### src/shared/rsr_pkg.sv
// Constants and types for the status-reporting and remote-settings bank.
// Assumes a command parser outside that presents one decoded command per cycle.
package rsr_pkg;

	// Standard event flag positions
	localparam int RSR_SE_OPC = 0;
	localparam int RSR_SE_RQC = 1;
	localparam int RSR_SE_QYE = 2;
	localparam int RSR_SE_DDE = 3;
	localparam int RSR_SE_EXE = 4;
	localparam int RSR_SE_CME = 5;
	localparam int RSR_SE_URQ = 6;
	localparam int RSR_SE_PON = 7;

	// Status byte positions
	localparam int RSR_SB_END = 0;
	localparam int RSR_SB_ERR = 1;
	localparam int RSR_SB_MAV = 4;
	localparam int RSR_SB_ESB = 5;
	localparam int RSR_SB_MSS = 6;
	localparam logic [7:0] RSR_SB_SUMMARY = 8'h33;

	// Completion and fault group positions
	localparam int RSR_CE_MEASURE = 0;
	localparam int RSR_CE_STATS = 1;
	localparam int RSR_FE_UNCAL = 0;
	localparam int RSR_FE_LIMIT = 1;

	// Reset values
	localparam logic [7:0] RSR_SE_RESET = 8'h80;
	localparam logic [7:0] RSR_MASK_RESET = 8'h00;
	localparam logic [2:0] RSR_AUX_RESET = 3'h0;
	localparam logic [2:0] RSR_ATTEN_RESET = 3'h0;
	localparam logic [15:0] RSR_FREQ_RESET_MHZ = 16'h0258;

	// Attenuator and auxiliary selector limits
	localparam logic [2:0] RSR_ATTEN_CODE_MAX = 3'h7;
	localparam logic [5:0] RSR_ATTEN_MAX_DB = 6'h2a;
	localparam logic [5:0] RSR_ATTEN_STEP_DB = 6'h06;
	localparam logic [7:0] RSR_AUX_CODE_MAX = 8'h06;

	// Manual frequency range and resolution
	localparam logic [36:0] RSR_HZ_PER_MHZ = 37'h00000f4240;
	localparam logic [36:0] RSR_HALF_MHZ_HZ = 37'h000007a120;
	localparam logic [35:0] RSR_FREQ_MIN_HZ = 36'h023c34600;
	localparam logic [35:0] RSR_FREQ_MAX_HZ = 36'h9502f9000;

	typedef enum logic [4:0] {
		RSR_CMD_NOP, RSR_CMD_SET_EVENT_MASK, RSR_CMD_SET_SERVICE_MASK,
		RSR_CMD_SET_COMPLETION_MASK, RSR_CMD_SET_FAULT_MASK, RSR_CMD_OPC, RSR_CMD_CLS,
		RSR_CMD_SET_ACQUIRE, RSR_CMD_SET_ATTEN, RSR_CMD_SET_AUX, RSR_CMD_SET_FREQ,
		RSR_CMD_READ_EVENTS, RSR_CMD_READ_EVENT_MASK, RSR_CMD_READ_STATUS,
		RSR_CMD_READ_SERVICE_MASK, RSR_CMD_READ_COMPLETION, RSR_CMD_READ_COMPLETION_MASK,
		RSR_CMD_READ_FAULT, RSR_CMD_READ_FAULT_MASK, RSR_CMD_READ_ACQUIRE,
		RSR_CMD_READ_ATTEN, RSR_CMD_READ_AUX
	} rsr_cmd_type;

	typedef struct packed {
		logic [7:0] event_flags;
		logic [7:0] event_mask;
		logic [7:0] service_mask;
		logic [7:0] completion_flags;
		logic [7:0] completion_mask;
		logic [7:0] fault_flags;
		logic [7:0] fault_mask;
		logic [7:0] status_byte;
		logic opc_armed;
		logic acq_manual;
		logic acq_use_measured;
		logic [2:0] atten_code;
		logic [5:0] atten_db;
		logic [2:0] aux_sel;
		logic aux_out;
		logic [15:0] freq_mhz;
		logic rsp_valid;
		logic [7:0] rsp_data;
		logic srq;
	} rsr_state_type;

	localparam rsr_state_type RSR_STATE_RESET = '{
		event_flags: RSR_SE_RESET, event_mask: RSR_MASK_RESET, service_mask: RSR_MASK_RESET,
		completion_flags: 8'h00, completion_mask: RSR_MASK_RESET, fault_flags: 8'h00,
		fault_mask: RSR_MASK_RESET, status_byte: 8'h00, opc_armed: 1'b0, acq_manual: 1'b0,
		acq_use_measured: 1'b0, atten_code: RSR_ATTEN_RESET, atten_db: RSR_ATTEN_MAX_DB,
		aux_sel: RSR_AUX_RESET, aux_out: 1'b1, freq_mhz: RSR_FREQ_RESET_MHZ,
		rsp_valid: 1'b0, rsp_data: 8'h00, srq: 1'b0};

endpackage

### src/design/rsr_status_bank.sv
// Status byte, event register groups and remote settings of the counter.
// Assumes commands arrive already parsed, one per cycle, and that all
// event inputs are one-cycle pulses or levels from logic on clk.
//
// Notes on behaviour
// - Power-on flag set by every power-up.
// - User, device and control flags read zero.
// - Parse, header or trigger faults set command error.
// - Range or conflict faults set execution error.
// - Empty-queue read or lost data: query error.
// - Operation complete once pending work finishes.
// - Event summary bit from masked standard flags.
// - Message-available bit while queue holds data.
// - Fault summary bit from masked fault flags.
// - Completion summary bit from masked completion flags.
// - Master summary when any summary condition present.
// - Service request only for enabled summaries.
// - Unassigned status and group bits read zero.
// - Measurement end sets measurement-done flag.
// - Statistics end sets statistics-done flag.
// - Uncalibrated result sets uncalibrated flag.
// - Enabled limit check failing sets limit-fail.
// - Acquire auto or manual, preset or measured.
// - Manual frequency kept in whole megahertz.
// - Auxiliary source codes 0..6, off and pass/fail.
// - Auxiliary end, restart, gate and acquire sources.
// - Operation complete is standard flag bit 0.
// - Group masks take 0..255, reset zero.
`timescale 1ns/1ps

module rsr_status_bank (
	input wire logic clk,
	input wire logic reset,
	input wire logic cmd_valid,
	input wire rsr_pkg::rsr_cmd_type cmd_op,
	input wire logic [7:0] cmd_arg,
	input wire logic cmd_sub,
	input wire logic [35:0] cmd_freq_hz,
	input wire logic parse_error,
	input wire logic bad_header,
	input wire logic trigger_in_message,
	input wire logic param_range_error,
	input wire logic setting_conflict,
	input wire logic query_empty,
	input wire logic queue_lost,
	input wire logic queue_nonempty,
	input wire logic ops_pending,
	input wire logic measure_done,
	input wire logic stats_done,
	input wire logic result_valid,
	input wire logic result_uncal,
	input wire logic limit_enable,
	input wire logic judgment_fail,
	input wire logic judgment_in_range,
	input wire logic level_detect,
	input wire logic gate_open,
	input wire logic restart_pulse,
	input wire logic acquiring,
	input wire logic [15:0] measured_freq_mhz,
	output logic rsp_valid,
	output logic [7:0] rsp_data,
	output logic [7:0] status_byte,
	output logic service_request,
	output logic aux_out,
	output logic [5:0] atten_db,
	output logic acq_manual,
	output logic acq_use_measured,
	output logic [15:0] manual_freq_mhz
);

	rsr_pkg::rsr_state_type st_q;
	rsr_pkg::rsr_state_type st_d;
	logic [7:0] event_set;
	logic [7:0] completion_set;
	logic [7:0] fault_set;
	logic read_events;
	logic read_completion;
	logic read_fault;
	logic clear_all;
	logic [7:0] summary;
	logic [36:0] hz_rounded;
	logic [7:0] aux_code;

	function automatic logic [5:0] atten_of(input logic [2:0] code);
		logic [5:0] step;
		step = {3'h0, code};
		return 6'(rsr_pkg::RSR_ATTEN_MAX_DB - 6'(rsr_pkg::RSR_ATTEN_STEP_DB * step));
	endfunction

	function automatic logic is_cmd(input logic v, input rsr_pkg::rsr_cmd_type op,
			input rsr_pkg::rsr_cmd_type want);
		return v && (op == want);
	endfunction

	always_comb begin
		st_d = st_q;
		st_d.rsp_valid = 1'b0;
		st_d.rsp_data = 8'h00;
		event_set = 8'h00;
		completion_set = 8'h00;
		fault_set = 8'h00;
		hz_rounded = {1'b0, cmd_freq_hz} + rsr_pkg::RSR_HALF_MHZ_HZ;
		aux_code = cmd_arg;
		read_events = is_cmd(cmd_valid, cmd_op, rsr_pkg::RSR_CMD_READ_EVENTS);
		read_completion = is_cmd(cmd_valid, cmd_op, rsr_pkg::RSR_CMD_READ_COMPLETION);
		read_fault = is_cmd(cmd_valid, cmd_op, rsr_pkg::RSR_CMD_READ_FAULT);
		clear_all = is_cmd(cmd_valid, cmd_op, rsr_pkg::RSR_CMD_CLS);

		// Standard event sources
		event_set[rsr_pkg::RSR_SE_CME] = parse_error | bad_header | trigger_in_message;
		event_set[rsr_pkg::RSR_SE_EXE] = param_range_error | setting_conflict;
		event_set[rsr_pkg::RSR_SE_QYE] = query_empty | queue_lost;
		if (st_q.opc_armed && !ops_pending) begin
			event_set[rsr_pkg::RSR_SE_OPC] = 1'b1;
			st_d.opc_armed = 1'b0;
		end

		// Group event sources
		completion_set[rsr_pkg::RSR_CE_MEASURE] = measure_done;
		completion_set[rsr_pkg::RSR_CE_STATS] = stats_done;
		fault_set[rsr_pkg::RSR_FE_UNCAL] = result_valid & result_uncal;
		fault_set[rsr_pkg::RSR_FE_LIMIT] = result_valid & limit_enable & judgment_fail;

		if (cmd_valid) begin
			unique case (cmd_op)
				rsr_pkg::RSR_CMD_SET_EVENT_MASK: st_d.event_mask = cmd_arg;
				rsr_pkg::RSR_CMD_SET_SERVICE_MASK: st_d.service_mask = cmd_arg;
				rsr_pkg::RSR_CMD_SET_COMPLETION_MASK: st_d.completion_mask = cmd_arg;
				rsr_pkg::RSR_CMD_SET_FAULT_MASK: st_d.fault_mask = cmd_arg;
				rsr_pkg::RSR_CMD_OPC: st_d.opc_armed = 1'b1;
				rsr_pkg::RSR_CMD_CLS: st_d.opc_armed = 1'b0;
				rsr_pkg::RSR_CMD_SET_ACQUIRE: begin
					// Manual with measured source copies the last result over the preset
					st_d.acq_manual = cmd_arg[0];
					st_d.acq_use_measured = cmd_arg[0] & cmd_sub;
					if (cmd_arg[0] && cmd_sub) begin
						st_d.freq_mhz = measured_freq_mhz;
					end
					if (cmd_arg > 8'h01) begin
						event_set[rsr_pkg::RSR_SE_EXE] = 1'b1;
						st_d.acq_manual = st_q.acq_manual;
						st_d.acq_use_measured = st_q.acq_use_measured;
						st_d.freq_mhz = st_q.freq_mhz;
					end
				end
				rsr_pkg::RSR_CMD_SET_ATTEN: begin
					// Codes above the last step saturate at through
					if (cmd_arg >= 8'(rsr_pkg::RSR_ATTEN_CODE_MAX)) begin
						st_d.atten_code = rsr_pkg::RSR_ATTEN_CODE_MAX;
					end else begin
						st_d.atten_code = cmd_arg[2:0];
					end
				end
				rsr_pkg::RSR_CMD_SET_AUX: begin
					if (aux_code > rsr_pkg::RSR_AUX_CODE_MAX) begin
						event_set[rsr_pkg::RSR_SE_EXE] = 1'b1;
					end else begin
						st_d.aux_sel = aux_code[2:0];
					end
				end
				rsr_pkg::RSR_CMD_SET_FREQ: begin
					if (cmd_freq_hz < rsr_pkg::RSR_FREQ_MIN_HZ || cmd_freq_hz > rsr_pkg::RSR_FREQ_MAX_HZ) begin
						event_set[rsr_pkg::RSR_SE_EXE] = 1'b1;
					end else begin
						st_d.freq_mhz = 16'(hz_rounded / rsr_pkg::RSR_HZ_PER_MHZ);
					end
				end
				rsr_pkg::RSR_CMD_READ_EVENTS: st_d.rsp_data = st_q.event_flags;
				rsr_pkg::RSR_CMD_READ_EVENT_MASK: st_d.rsp_data = st_q.event_mask;
				rsr_pkg::RSR_CMD_READ_STATUS: st_d.rsp_data = st_q.status_byte;
				rsr_pkg::RSR_CMD_READ_SERVICE_MASK: st_d.rsp_data = st_q.service_mask;
				rsr_pkg::RSR_CMD_READ_COMPLETION: st_d.rsp_data = st_q.completion_flags;
				rsr_pkg::RSR_CMD_READ_COMPLETION_MASK: st_d.rsp_data = st_q.completion_mask;
				rsr_pkg::RSR_CMD_READ_FAULT: st_d.rsp_data = st_q.fault_flags;
				rsr_pkg::RSR_CMD_READ_FAULT_MASK: st_d.rsp_data = st_q.fault_mask;
				rsr_pkg::RSR_CMD_READ_ACQUIRE: st_d.rsp_data = {7'h00, st_q.acq_manual};
				rsr_pkg::RSR_CMD_READ_ATTEN: st_d.rsp_data = {5'h00, st_q.atten_code};
				rsr_pkg::RSR_CMD_READ_AUX: st_d.rsp_data = {5'h00, st_q.aux_sel};
				default: st_d.rsp_data = 8'h00;
			endcase
			st_d.rsp_valid = cmd_op >= rsr_pkg::RSR_CMD_READ_EVENTS;
		end

		// Read or clear empties a group, but an event in the same cycle survives
		st_d.event_flags = ((read_events || clear_all) ? 8'h00 : st_q.event_flags) | event_set;
		st_d.completion_flags = ((read_completion || clear_all) ? 8'h00 : st_q.completion_flags)
			| completion_set;
		st_d.fault_flags = ((read_fault || clear_all) ? 8'h00 : st_q.fault_flags) | fault_set;
		st_d.event_flags[rsr_pkg::RSR_SE_URQ] = 1'b0;
		st_d.event_flags[rsr_pkg::RSR_SE_DDE] = 1'b0;
		st_d.event_flags[rsr_pkg::RSR_SE_RQC] = 1'b0;

		// Summaries follow next-state flags so they never lag the flags
		summary = 8'h00;
		summary[rsr_pkg::RSR_SB_ESB] = |(st_d.event_flags & st_d.event_mask);
		summary[rsr_pkg::RSR_SB_MAV] = queue_nonempty;
		summary[rsr_pkg::RSR_SB_ERR] = |(st_d.fault_flags & st_d.fault_mask);
		summary[rsr_pkg::RSR_SB_END] = |(st_d.completion_flags & st_d.completion_mask);
		st_d.status_byte = summary;
		st_d.status_byte[rsr_pkg::RSR_SB_MSS] = |summary;
		st_d.srq = |(summary & st_d.service_mask & rsr_pkg::RSR_SB_SUMMARY);

		st_d.atten_db = atten_of(st_d.atten_code);

		// Auxiliary connector source
		unique case (st_q.aux_sel)
			3'h1: st_d.aux_out = judgment_in_range;
			3'h2: st_d.aux_out = ~measure_done;
			3'h3: st_d.aux_out = level_detect;
			3'h4: st_d.aux_out = gate_open;
			3'h5: st_d.aux_out = ~restart_pulse;
			3'h6: st_d.aux_out = ~acquiring;
			// Off idles high; with limits on it also stays high
			default: st_d.aux_out = 1'b1;
		endcase
	end

	// Reset loads the power-on flag, one flag per power-up
	always_ff @(posedge clk or posedge reset) begin
		if (reset) begin
			st_q <= rsr_pkg::RSR_STATE_RESET;
		end else begin
			st_q <= st_d;
		end
	end

	assign rsp_valid = st_q.rsp_valid;
	assign rsp_data = st_q.rsp_data;
	assign status_byte = st_q.status_byte;
	assign service_request = st_q.srq;
	assign aux_out = st_q.aux_out;
	assign atten_db = st_q.atten_db;
	assign acq_manual = st_q.acq_manual;
	assign acq_use_measured = st_q.acq_use_measured;
	assign manual_freq_mhz = st_q.freq_mhz;
endmodule

### config.mk
export PLATFORM = sky130hd
export DESIGN_NAME = rsr_status_bank
export DESIGN_NICKNAME = d
export VERILOG_FILES = /design/src/shared/rsr_pkg.sv /design/src/design/rsr_status_bank.sv
export SDC_FILE = /design/constraint.sdc
export NUM_CORES = 1
export LEC_CHECK = 0
export BUFFER_PORTS_ARGS = -buffer_cell sky130_fd_sc_hd__clkbuf_2
export CAP_MARGIN = 25
export CORE_UTILIZATION = 40
export DETAILED_ROUTE_END_ITERATION = 12
export PLACE_DENSITY = 0.58
export SLEW_MARGIN = 20
export SYNTH_ARGS = -nofsm -noshare
export SYNTH_HDL_FRONTEND = slang
export SYNTH_SLANG_ARGS = --single-unit
### constraint.sdc
create_clock -name clk -period 8.05 [get_ports clk]
set_input_delay 0.4025 -clock clk [delete_from_list [all_inputs] [get_ports clk]]
set_output_delay 0.4025 -clock clk [all_outputs]
set_load 0.005 [all_outputs]
# Word level (Yosys, flattened, before mapping)

Cells that the tools add are included.

Register bits after elaboration: 100
Bits of input ports: 89

Add/sub/neg operators: 2
$mul: 1
Divide/modulo/power cells: 1
Magnitude comparators: 6
Equality and inequality tests: 30
Multiplexer cells: 30
Bitwise logic cells: 20
Reduce and logical (&&, ||, !) cells: 20

Operator list:

| kind                     | number |
|---|---|
| $pmux W8 S11             | 1 |
| $mux W8                  | 9 |
| $mux W16                 | 4 |
| $eq A5 B4 Y1 const B     | 8 |
| $add A36 B19 Y37 const B | 1 |
| $div A37 B20 Y37 const B | 1 |
| $gt A36 B36 Y1 const B   | 1 |
| $lt A36 B30 Y1 const B   | 1 |
| $pmux W16 S2             | 1 |
| $eq A5 B5 Y1 const B     | 6 |
| $reduce_or A25 Y1        | 1 |
| $and A8 B8 Y8            | 3 |
| $reduce_or A8 Y1         | 3 |
| $eq A5 B3 Y1 const B     | 4 |
| $or A8 B2 Y8             | 2 |
| $eq A5 B2 Y1 const B     | 2 |
| $eq A3 B3 Y1 const B     | 3 |
| $mux W9                  | 1 |
| $ge A8 B3 Y1 const B     | 1 |
| $gt A8 B1 Y1 const B     | 1 |
| $gt A8 B3 Y1 const B     | 1 |
| $or A8 B6 Y8             | 1 |
| $and A6 B6 Y6            | 1 |
| $eq A3 B2 Y1 const B     | 2 |
| 23 further kinds         | 51 |

# Longest topological paths before layout

Gate-level depths: netlist (run 1).

Depth in word-level cells: 10
Depth in mapped cells: 82

# Least setup slack after synthesis (run 1)

Ideal clock, no wire load.

Kind: input-to-reg
Start point: in cmd_freq_hz[17]
End point: reg st_q (netlist bit manual_freq_mhz[0])
Setup time: 0.129 ns
Arrival time: 17.590 ns
Setup slack: -9.669 ns
Stages on the path: 72
Path through: buf_2 -> or4_1 -> buf_6 -> a211oi_4 -> o32a_2 -> o211ai_2 -> o22a_1 -> buf_4 -> a221o_1 -> o31ai_4 -> or3b_4 -> a211oi_4 -> xnor2_1 -> a211oi_2 -> and4_1 -> buf_2 -> or4_1 -> a211o_1 -> (+36 left out) -> buf_2 -> o21ai_1 -> o21a_1 -> or2b_1 -> o31a_1 -> buf_6 -> maj3_1 -> o21ai_0 -> a32oi_2 -> o31ai_4 -> a21o_1 -> mux2i_1 -> o21ai_1 -> o21ai_1 -> a21oi_1 -> or4_1 -> a221oi_2 -> o41ai_2

Word-level cells in the longest chain between the ends: 4

Ends and longest elaborated chain:

| item                                                          | line                                           | RTL |
|---|---|---|
| from (decl)                                                   | rsr_status_bank.sv:38                          | `input wire logic [35:0] cmd_freq_hz,` |
| $add A36 B19 Y37 (tied with other cells)                      | rsr_status_bank.sv:102                         | `hz_rounded = {1'b0, cmd_freq_hz} + rsr_pkg::RSR_HALF_MHZ_HZ;` |
| $div A37 B20 Y37 / $logic_or A1 B1 Y1 (equally long branches) | rsr_status_bank.sv:165, rsr_status_bank.sv:162 |  |
| $mux W16 / $ne A2 B2 Y1 (equally long branches)               | -                                              |  |
| $pmux W16 S2 / $reduce_and A5 Y1 (equally long branches)      | -                                              |  |
| to (signal assigned)                                          | rsr_status_bank.sv:221                         | `st_q <= rsr_pkg::RSR_STATE_RESET;` |
| to (signal assigned)                                          | rsr_status_bank.sv:223                         | `st_q <= st_d;` |
| to (decl)                                                     | rsr_status_bank.sv:71                          | `rsr_pkg::rsr_state_type st_q;` |

Several ways; a longest one is shown, not always the timed one. The select of a mux whose other input is x is not followed.
A chain may end at the register's enable or synchronous reset.

# Final worst setup path (run 1)

Same ends and word-level chain as after synthesis.

==> reports/summary.txt, run 1 <==
Area of the core: 37600 sq um
Drt first pass iters: 7
Ports: 132
Final wirelength: 62.0 mm
F_max: 59.1 MHz
Slowest CP cell: or4_4
Via count: 19442
Slew of the pin with the lowest slew margin: 1.02 ns
Synthesized flop and latch total: 99
Layout net count: 2967
Count leader, synth: nor2_1
Setup violations, final: 11
Synth-to-layout area growth: 60.2%
Top cells by instance count after synthesis: 179 x nor2_1, 173 x nand2_1, 132 x xnor2_1, 96 x a21oi_1, 90 x dfrtp_1
Avg Inst Size Synth: 7.70 sq um
Clk root buf: clkbuf_16
Setup Skew: 0.00699 ns
Vias/cell: 5.74
Share of the synthesized area in the top cell type: 0.148
CTS tree: yes
Failing checks: setup timing
RSZ-0062 raised after global routing: true
Hold Vio Cnt, Final: 0
Post-DP HPWL: 48.2 mm
Async SR Flop Fraction: 1.00
RD Place Congestion: 0.930
Total gr overflow: 0
First-pass GRT wire length: 96.0 mm
Final Util: 0.650
Die width: 197 um
Initial Utilization: 0.406
EDFF count, synth: 0
Avg WL per Cell: 18.3 um
Outcome: finished, violations left
Synth Instances: 1981
Crit start category: input pin
Initial antenna violation count: 4
Distinct cells, synth: 140
Synth Cell Area: 15200 sq um
Routed Antenna Nets: 0
Critical Path Fanout Max: 7
Hold_ws: 0.0417 ns
Top cell by count, worst path: buf_4
Die Y: 197 um
Floorplan row count: 71
Total GRT Usage: 0.303
Largest net degree at the start of global routing: 70
Max Slew Vio Count: 0
DIE AREA: 38900 sq um
Drt first-iter violations: 1349
CTS Buf Count: 9
Hold WC Path Type: input pin to asynchronous set/reset pin
Min Clock Period, post-route: 16.92 ns
Diode count: 0
Clk Latency, worst-skew pair: 0.35 ns
Clock sink count: 99
Crit path required time: 8.30 ns
Remaining DRCs: 0
Crit Path Class: input pin to flop
Largest cells by area after synthesis: dfrtp_1 15%, xnor2_1 7.6%, nor2_1 4.4%
Worst path max stage delay: 0.60 ns
Clk buf depth: 2
Yosys warns: 0
Share of layout cells above drive strength 1: 0.485
Worst setup EP type: flop
Fin crit share: 2.10
CTS clk-pin slew, worst paths: 0.07 ns
Max-cap violations: 0
Number of global-route vias before repair: 19046
Hold-fix buffers, CTS: 0
Register area share after synthesis: 0.163
Yosys top cell by area: dfrtp_1
Rel. slew slack: 0.321
Final setup TNS: -52.66 ns
Setup WS post-layout: -8.87 ns
WP data arrival: 17.17 ns
Port Buf Inserts: 127
H-tree depth: 3
Top FF cell, synth: dfrtp_1
sequential cells by signal (all words and copies together), names as in the netlist:
register          count
rsp_valid             1
atten_db              5
rsp_data              8
acq_manual            1
aux_out               1
manual_freq_mhz      16
acq_use_measured      1
st_q                 60
status_byte           5
service_request       1
stage by stage:
stage,cells,area [sq um],worst slack [ns]
finish,3388,24400,-8.87
global route,3388,24400,-9.77
CTS,3345,23400,-8.68
detailed placement,3247,21700,-9.73
global placement,3246,21700,-9.37
floorplan,1984,15700,-8.93
logic make-up (layout without fill, tap and decap cells):
group           Yosys count  after routing  share of synthesized area
xor+xnor                193            193                      0.112
simple gates            757            757                      0.261
mux                      85             85                     0.0605
compound gates          647            649                      0.320
other cells               1              4                   0.000246
fa+ha+maj                27             27                     0.0193
buf+inv                 172           1063                     0.0637
flops                    99             99                      0.163
metal layers:
layer | up-vias | GRT usage | part of all wire
met5 | - | 0 | 0.00092
met4 | 8 | 0.0904 | 0.029
met3 | 110 | 0.0485 | 0.057
met2 | 637 | 0.528 | 0.49
met1 | 9417 | 0.381 | 0.42
li1 | 9270 | - | -
final timing paths:
kind                                      start                              end  slack (ns)  cells past startpoint
min                                       reset  manual_freq_mhz[10]$_DFFE_PP0P_        0.04                      2
min in group clk                 queue_nonempty         status_byte[4]$_DFF_PP0_        0.19                      1
max                             cmd_freq_hz[17]   manual_freq_mhz[0]$_DFFE_PP0P_       -8.87                     74
max in group asynchronous                 reset               st_q[83]$_DFF_PP0_        6.81                      3
max reg2reg                  st_q[38]$_DFF_PP0_            atten_db[4]$_DFF_PP0_        5.94                      6
min reg2reg                st_q[84]$_DFFE_PP0P_             st_q[84]$_DFFE_PP0P_        0.51                      1
worst max-delay path: cells and delay by family:
| family | cells | cell delay [ns] |
|---|---|---|
| buffers and inverters | 13 | 2.07 |
| AOI/OAI and AO/OA | 30 | 6.78 |
| xor gates and xnor gates | 4 | 0.48 |
| muxes | 2 | 0.47 |
| and+or+nand+nor | 24 | 6.54 |
| adders and majority gates | 1 | 0.38 |
layout by cell type, fill, tap and decap left out, types with 14 or more instances in the layout:
cell,synthesis,final
xnor2_2,2,15
o21ai_0,82,63
or2_2,20,19
buf_4,58,825
nor4_1,27,19
xnor2_1,132,117
a211oi_1,20,14
a22oi_1,37,36
mux2_2,57,49
nand2b_1,20,20
nor3_1,71,55
nand4_1,24,24
dfrtp_1,90,90
or3_1,17,17
a21oi_2,12,20
o21ai_2,1,14
nor2_1,179,166
and2_1,35,35
buf_6,8,38
nor2b_1,16,16
a21oi_1,96,82
and3_1,24,18
mux2i_1,28,18
nand2_1,173,170
o21ai_1,24,27
o211ai_1,32,32
xor2_1,58,52
clkbuf_2,1,125
a31oi_1,43,32
o31ai_1,19,15
o21a_1,23,21
inv_1,47,46
maj3_1,20,17
nand3_1,57,53
a21o_1,26,25
area by class of cell:
cell class,instances,area [sq um]
inverters,50,190
flip-flops and latches,99,2490
well taps,511,639
multi-input cells,1715,13400
repair buffers,997,7380
clock inverters,5,35.0
clock buffers,11,243
fillers,3223,13200
repair_timing:
item                                    CTS  global route
gates cloned                              2             0
endpoints found under the setup margin   11            11
resized for setup                       152           142
pin swaps                                83            49
setup buffers                            81            41
endpoints found under the hold margin     0             0
Power of run 1 is left out: the tool's default activity adds up to more than one toggle a clock period on the data nets, which glitch-free logic cannot reach.
==> run 2: changes to the inputs <==
- clock period: 8.05 -> 21.3 ns (I/O delays scaled with it)
==> run 2 against run 1 <==
Effect of this change:
- the flow now finishes without violations
- cell area down 31%
- clock skew up 0.0026 ns
- final cell count down 24%
- sequential share of layout area up 4.6 points
- worst setup slack better by 10 ns
- register-to-register slack better by 13 ns
- core utilization down 20 points
- first-iteration DRC count up 3.9%
- routed wire length down 19%
- hold slack better by 0.47 ns
- count of clock-buffer cells in the layout down 2
- largest cell class unchanged
==> reports/summary.txt, run 2 (synthesis results as in run 1) <==
Worst path max stage delay: 0.66 ns (+0.06 ns)
Dpl cell area: 16100 sq um (-26%)
H-tree depth: 3 (unchanged)
Crit start category: input pin
CTS Buf Count: 9 (unchanged)
Worst setup EP type: flop
Initial antenna violation count: 9 (+5)
Crit Path Class: input pin to flop
Slew of the pin with the lowest slew margin: 0.898 ns (-0.121 ns)
Initial Utilization: 0.406 (unchanged)
WP data arrival: 20.31 ns (+3.14 ns)
Top cell by count, worst path: or4_1
Setup violations, final: 0 (-11)
Clk Latency, worst-skew pair: 0.35 ns (about the same)
Remaining DRCs: 0 (unchanged)
Clk root buf: clkbuf_16
Share of layout cells above drive strength 1: 0.213 (-0.272)
Die Y: 197 um (unchanged)
CTS clk-pin slew, worst paths: 0.08 ns (about the same)
Vias/cell: 6.19 (+7.9%)
Reg with most FFs: st_q
Area of the core: 37600 sq um (unchanged)
Post-route cell area: 16800 sq um (-31%)
Drt first-iter violations: 1401 (+3.9%)
Ports: 132 (unchanged)
Routed Antenna Nets: 0 (unchanged)
Total gr overflow: 0 (unchanged)
Via count: 15956 (-18%)
Rel. slew slack: 0.397 (+0.0763)
Port Buf Inserts: 127 (unchanged)
Layout net count: 2152 (-27%)
Hold Vio Cnt, Final: 0 (unchanged)
Post-DP HPWL: 40.0 mm (-17%)
F_max: 49.8 MHz
Final wirelength: 50.2 mm (-19%)
Most common cell after layout, fill and taps aside: nor2_1
Fin crit share: 0.943
Clock sink count: 99 (unchanged)
Drt first pass iters: 5 (-2)
Min Clock Period, post-route: 20.08 ns
Setup Skew: 0.00956 ns (+0.00256 ns)
Outcome: finished clean
Hold WC Path Type: flop to flop
Total GRT Usage: 0.251 (-0.0520)
Largest register FFs: 60 (unchanged)
Hold_ws: 0.508 ns (+0.466 ns)
CTS tree: yes
Max-cap violations: 0 (unchanged)
Clk buf depth: 2 (unchanged)
First-pass GRT wire length: 80.0 mm (-17%)
Critical Path Fanout Max: 12 (+5)
DIE AREA: 38900 sq um (unchanged)
Die width: 197 um (unchanged)
Avg WL per Cell: 19.5 um (+6.6%)
Final setup TNS: 0 ns (+52.66 ns)
Hold-fix buffers, CTS: 0 (unchanged)
Commonest non-fill, non-tap cells in the layout: 175 x nor2_1, 172 x nand2_1, 127 x xnor2_1, 127 x clkbuf_2, 94 x a21oi_1
Crit path required time: 21.53 ns (+13.23 ns)
RD Place Congestion: 0.933 (+0.28%)
Slowest CP cell: or4_4
Max Slew Vio Count: 0 (unchanged)
Floorplan row count: 71 (unchanged)
Number of global-route vias before repair: 14908 (-22%)
Largest net degree at the start of global routing: 64 (-8.6%)
Synth-to-layout area growth: 10.2%
## run 2: what timing repair did
action,4_1_cts,5_1_grt
setup endpoints to repair,0,3
gates resized for setup,0,62
setup buffers,0,8
## run 2: final cells by class
cell class	instances	area, sq um
clock inverters	6	62.6
diodes	6	15.0
clock buffers	9	225
inverters	50	190
flip-flops and latches	99	2490
repair buffers	184	1060
multi-input cells	1713	12100
well taps	511	639
fillers	3801	20800
## run 2: final timing paths
path | slack [ns] | cells after the start | endpoint | startpoint
max reg2reg | 19.30 | 6 | status_byte[6]$_DFF_PP0_ | st_q[53]$_DFF_PP0_
min in group asynchronous | 0.73 | 2 | manual_freq_mhz[0]$_DFFE_PP0P_ | reset
max | 1.22 | 66 | manual_freq_mhz[0]$_DFFE_PP0P_ | cmd_freq_hz[15]
min | 0.51 | 1 | st_q[75]$_DFF_PP0_ | st_q[75]$_DFF_PP0_
max in group asynchronous | 19.37 | 3 | st_q[73]$_DFF_PP0_ | reset
min reg2reg | 0.51 | 1 | st_q[75]$_DFF_PP0_ | st_q[75]$_DFF_PP0_
## run 2: per-stage QoR
| stage | std cells | utilization | setup slack, ns |
|---|---|---|---|
| after floorplan | 1984 | - | 2.92 |
| after global placement | 2549 | 0.429 | 0.381 |
| after detailed placement | 2549 | 0.429 | -0.0703 |
| after CTS | 2564 | 0.437 | 0.160 |
| after global routing | 2576 | 0.447 | -0.0147 |
| final | 2578 | 0.447 | 1.22 |
## run 2: critical path: cells and delay by family
family / cells / cell delay [ns]
compound gates: 40 / 10.45
simple gates: 17 / 6.31
xor+xnor: 5 / 1.37
mux: 2 / 0.68
buf+inv: 2 / 0.36
## run 2: metal layers
layer | track usage | vias up | part of all wire
li1 | - | 7655 | -
met2 | 0.415 | 529 | 0.47
met4 | 0.0746 | 8 | 0.023
met5 | 0 | - | 0.0011
met1 | 0.340 | 7685 | 0.45
met3 | 0.0300 | 79 | 0.059
Power of run 2 is left out for the same reason.
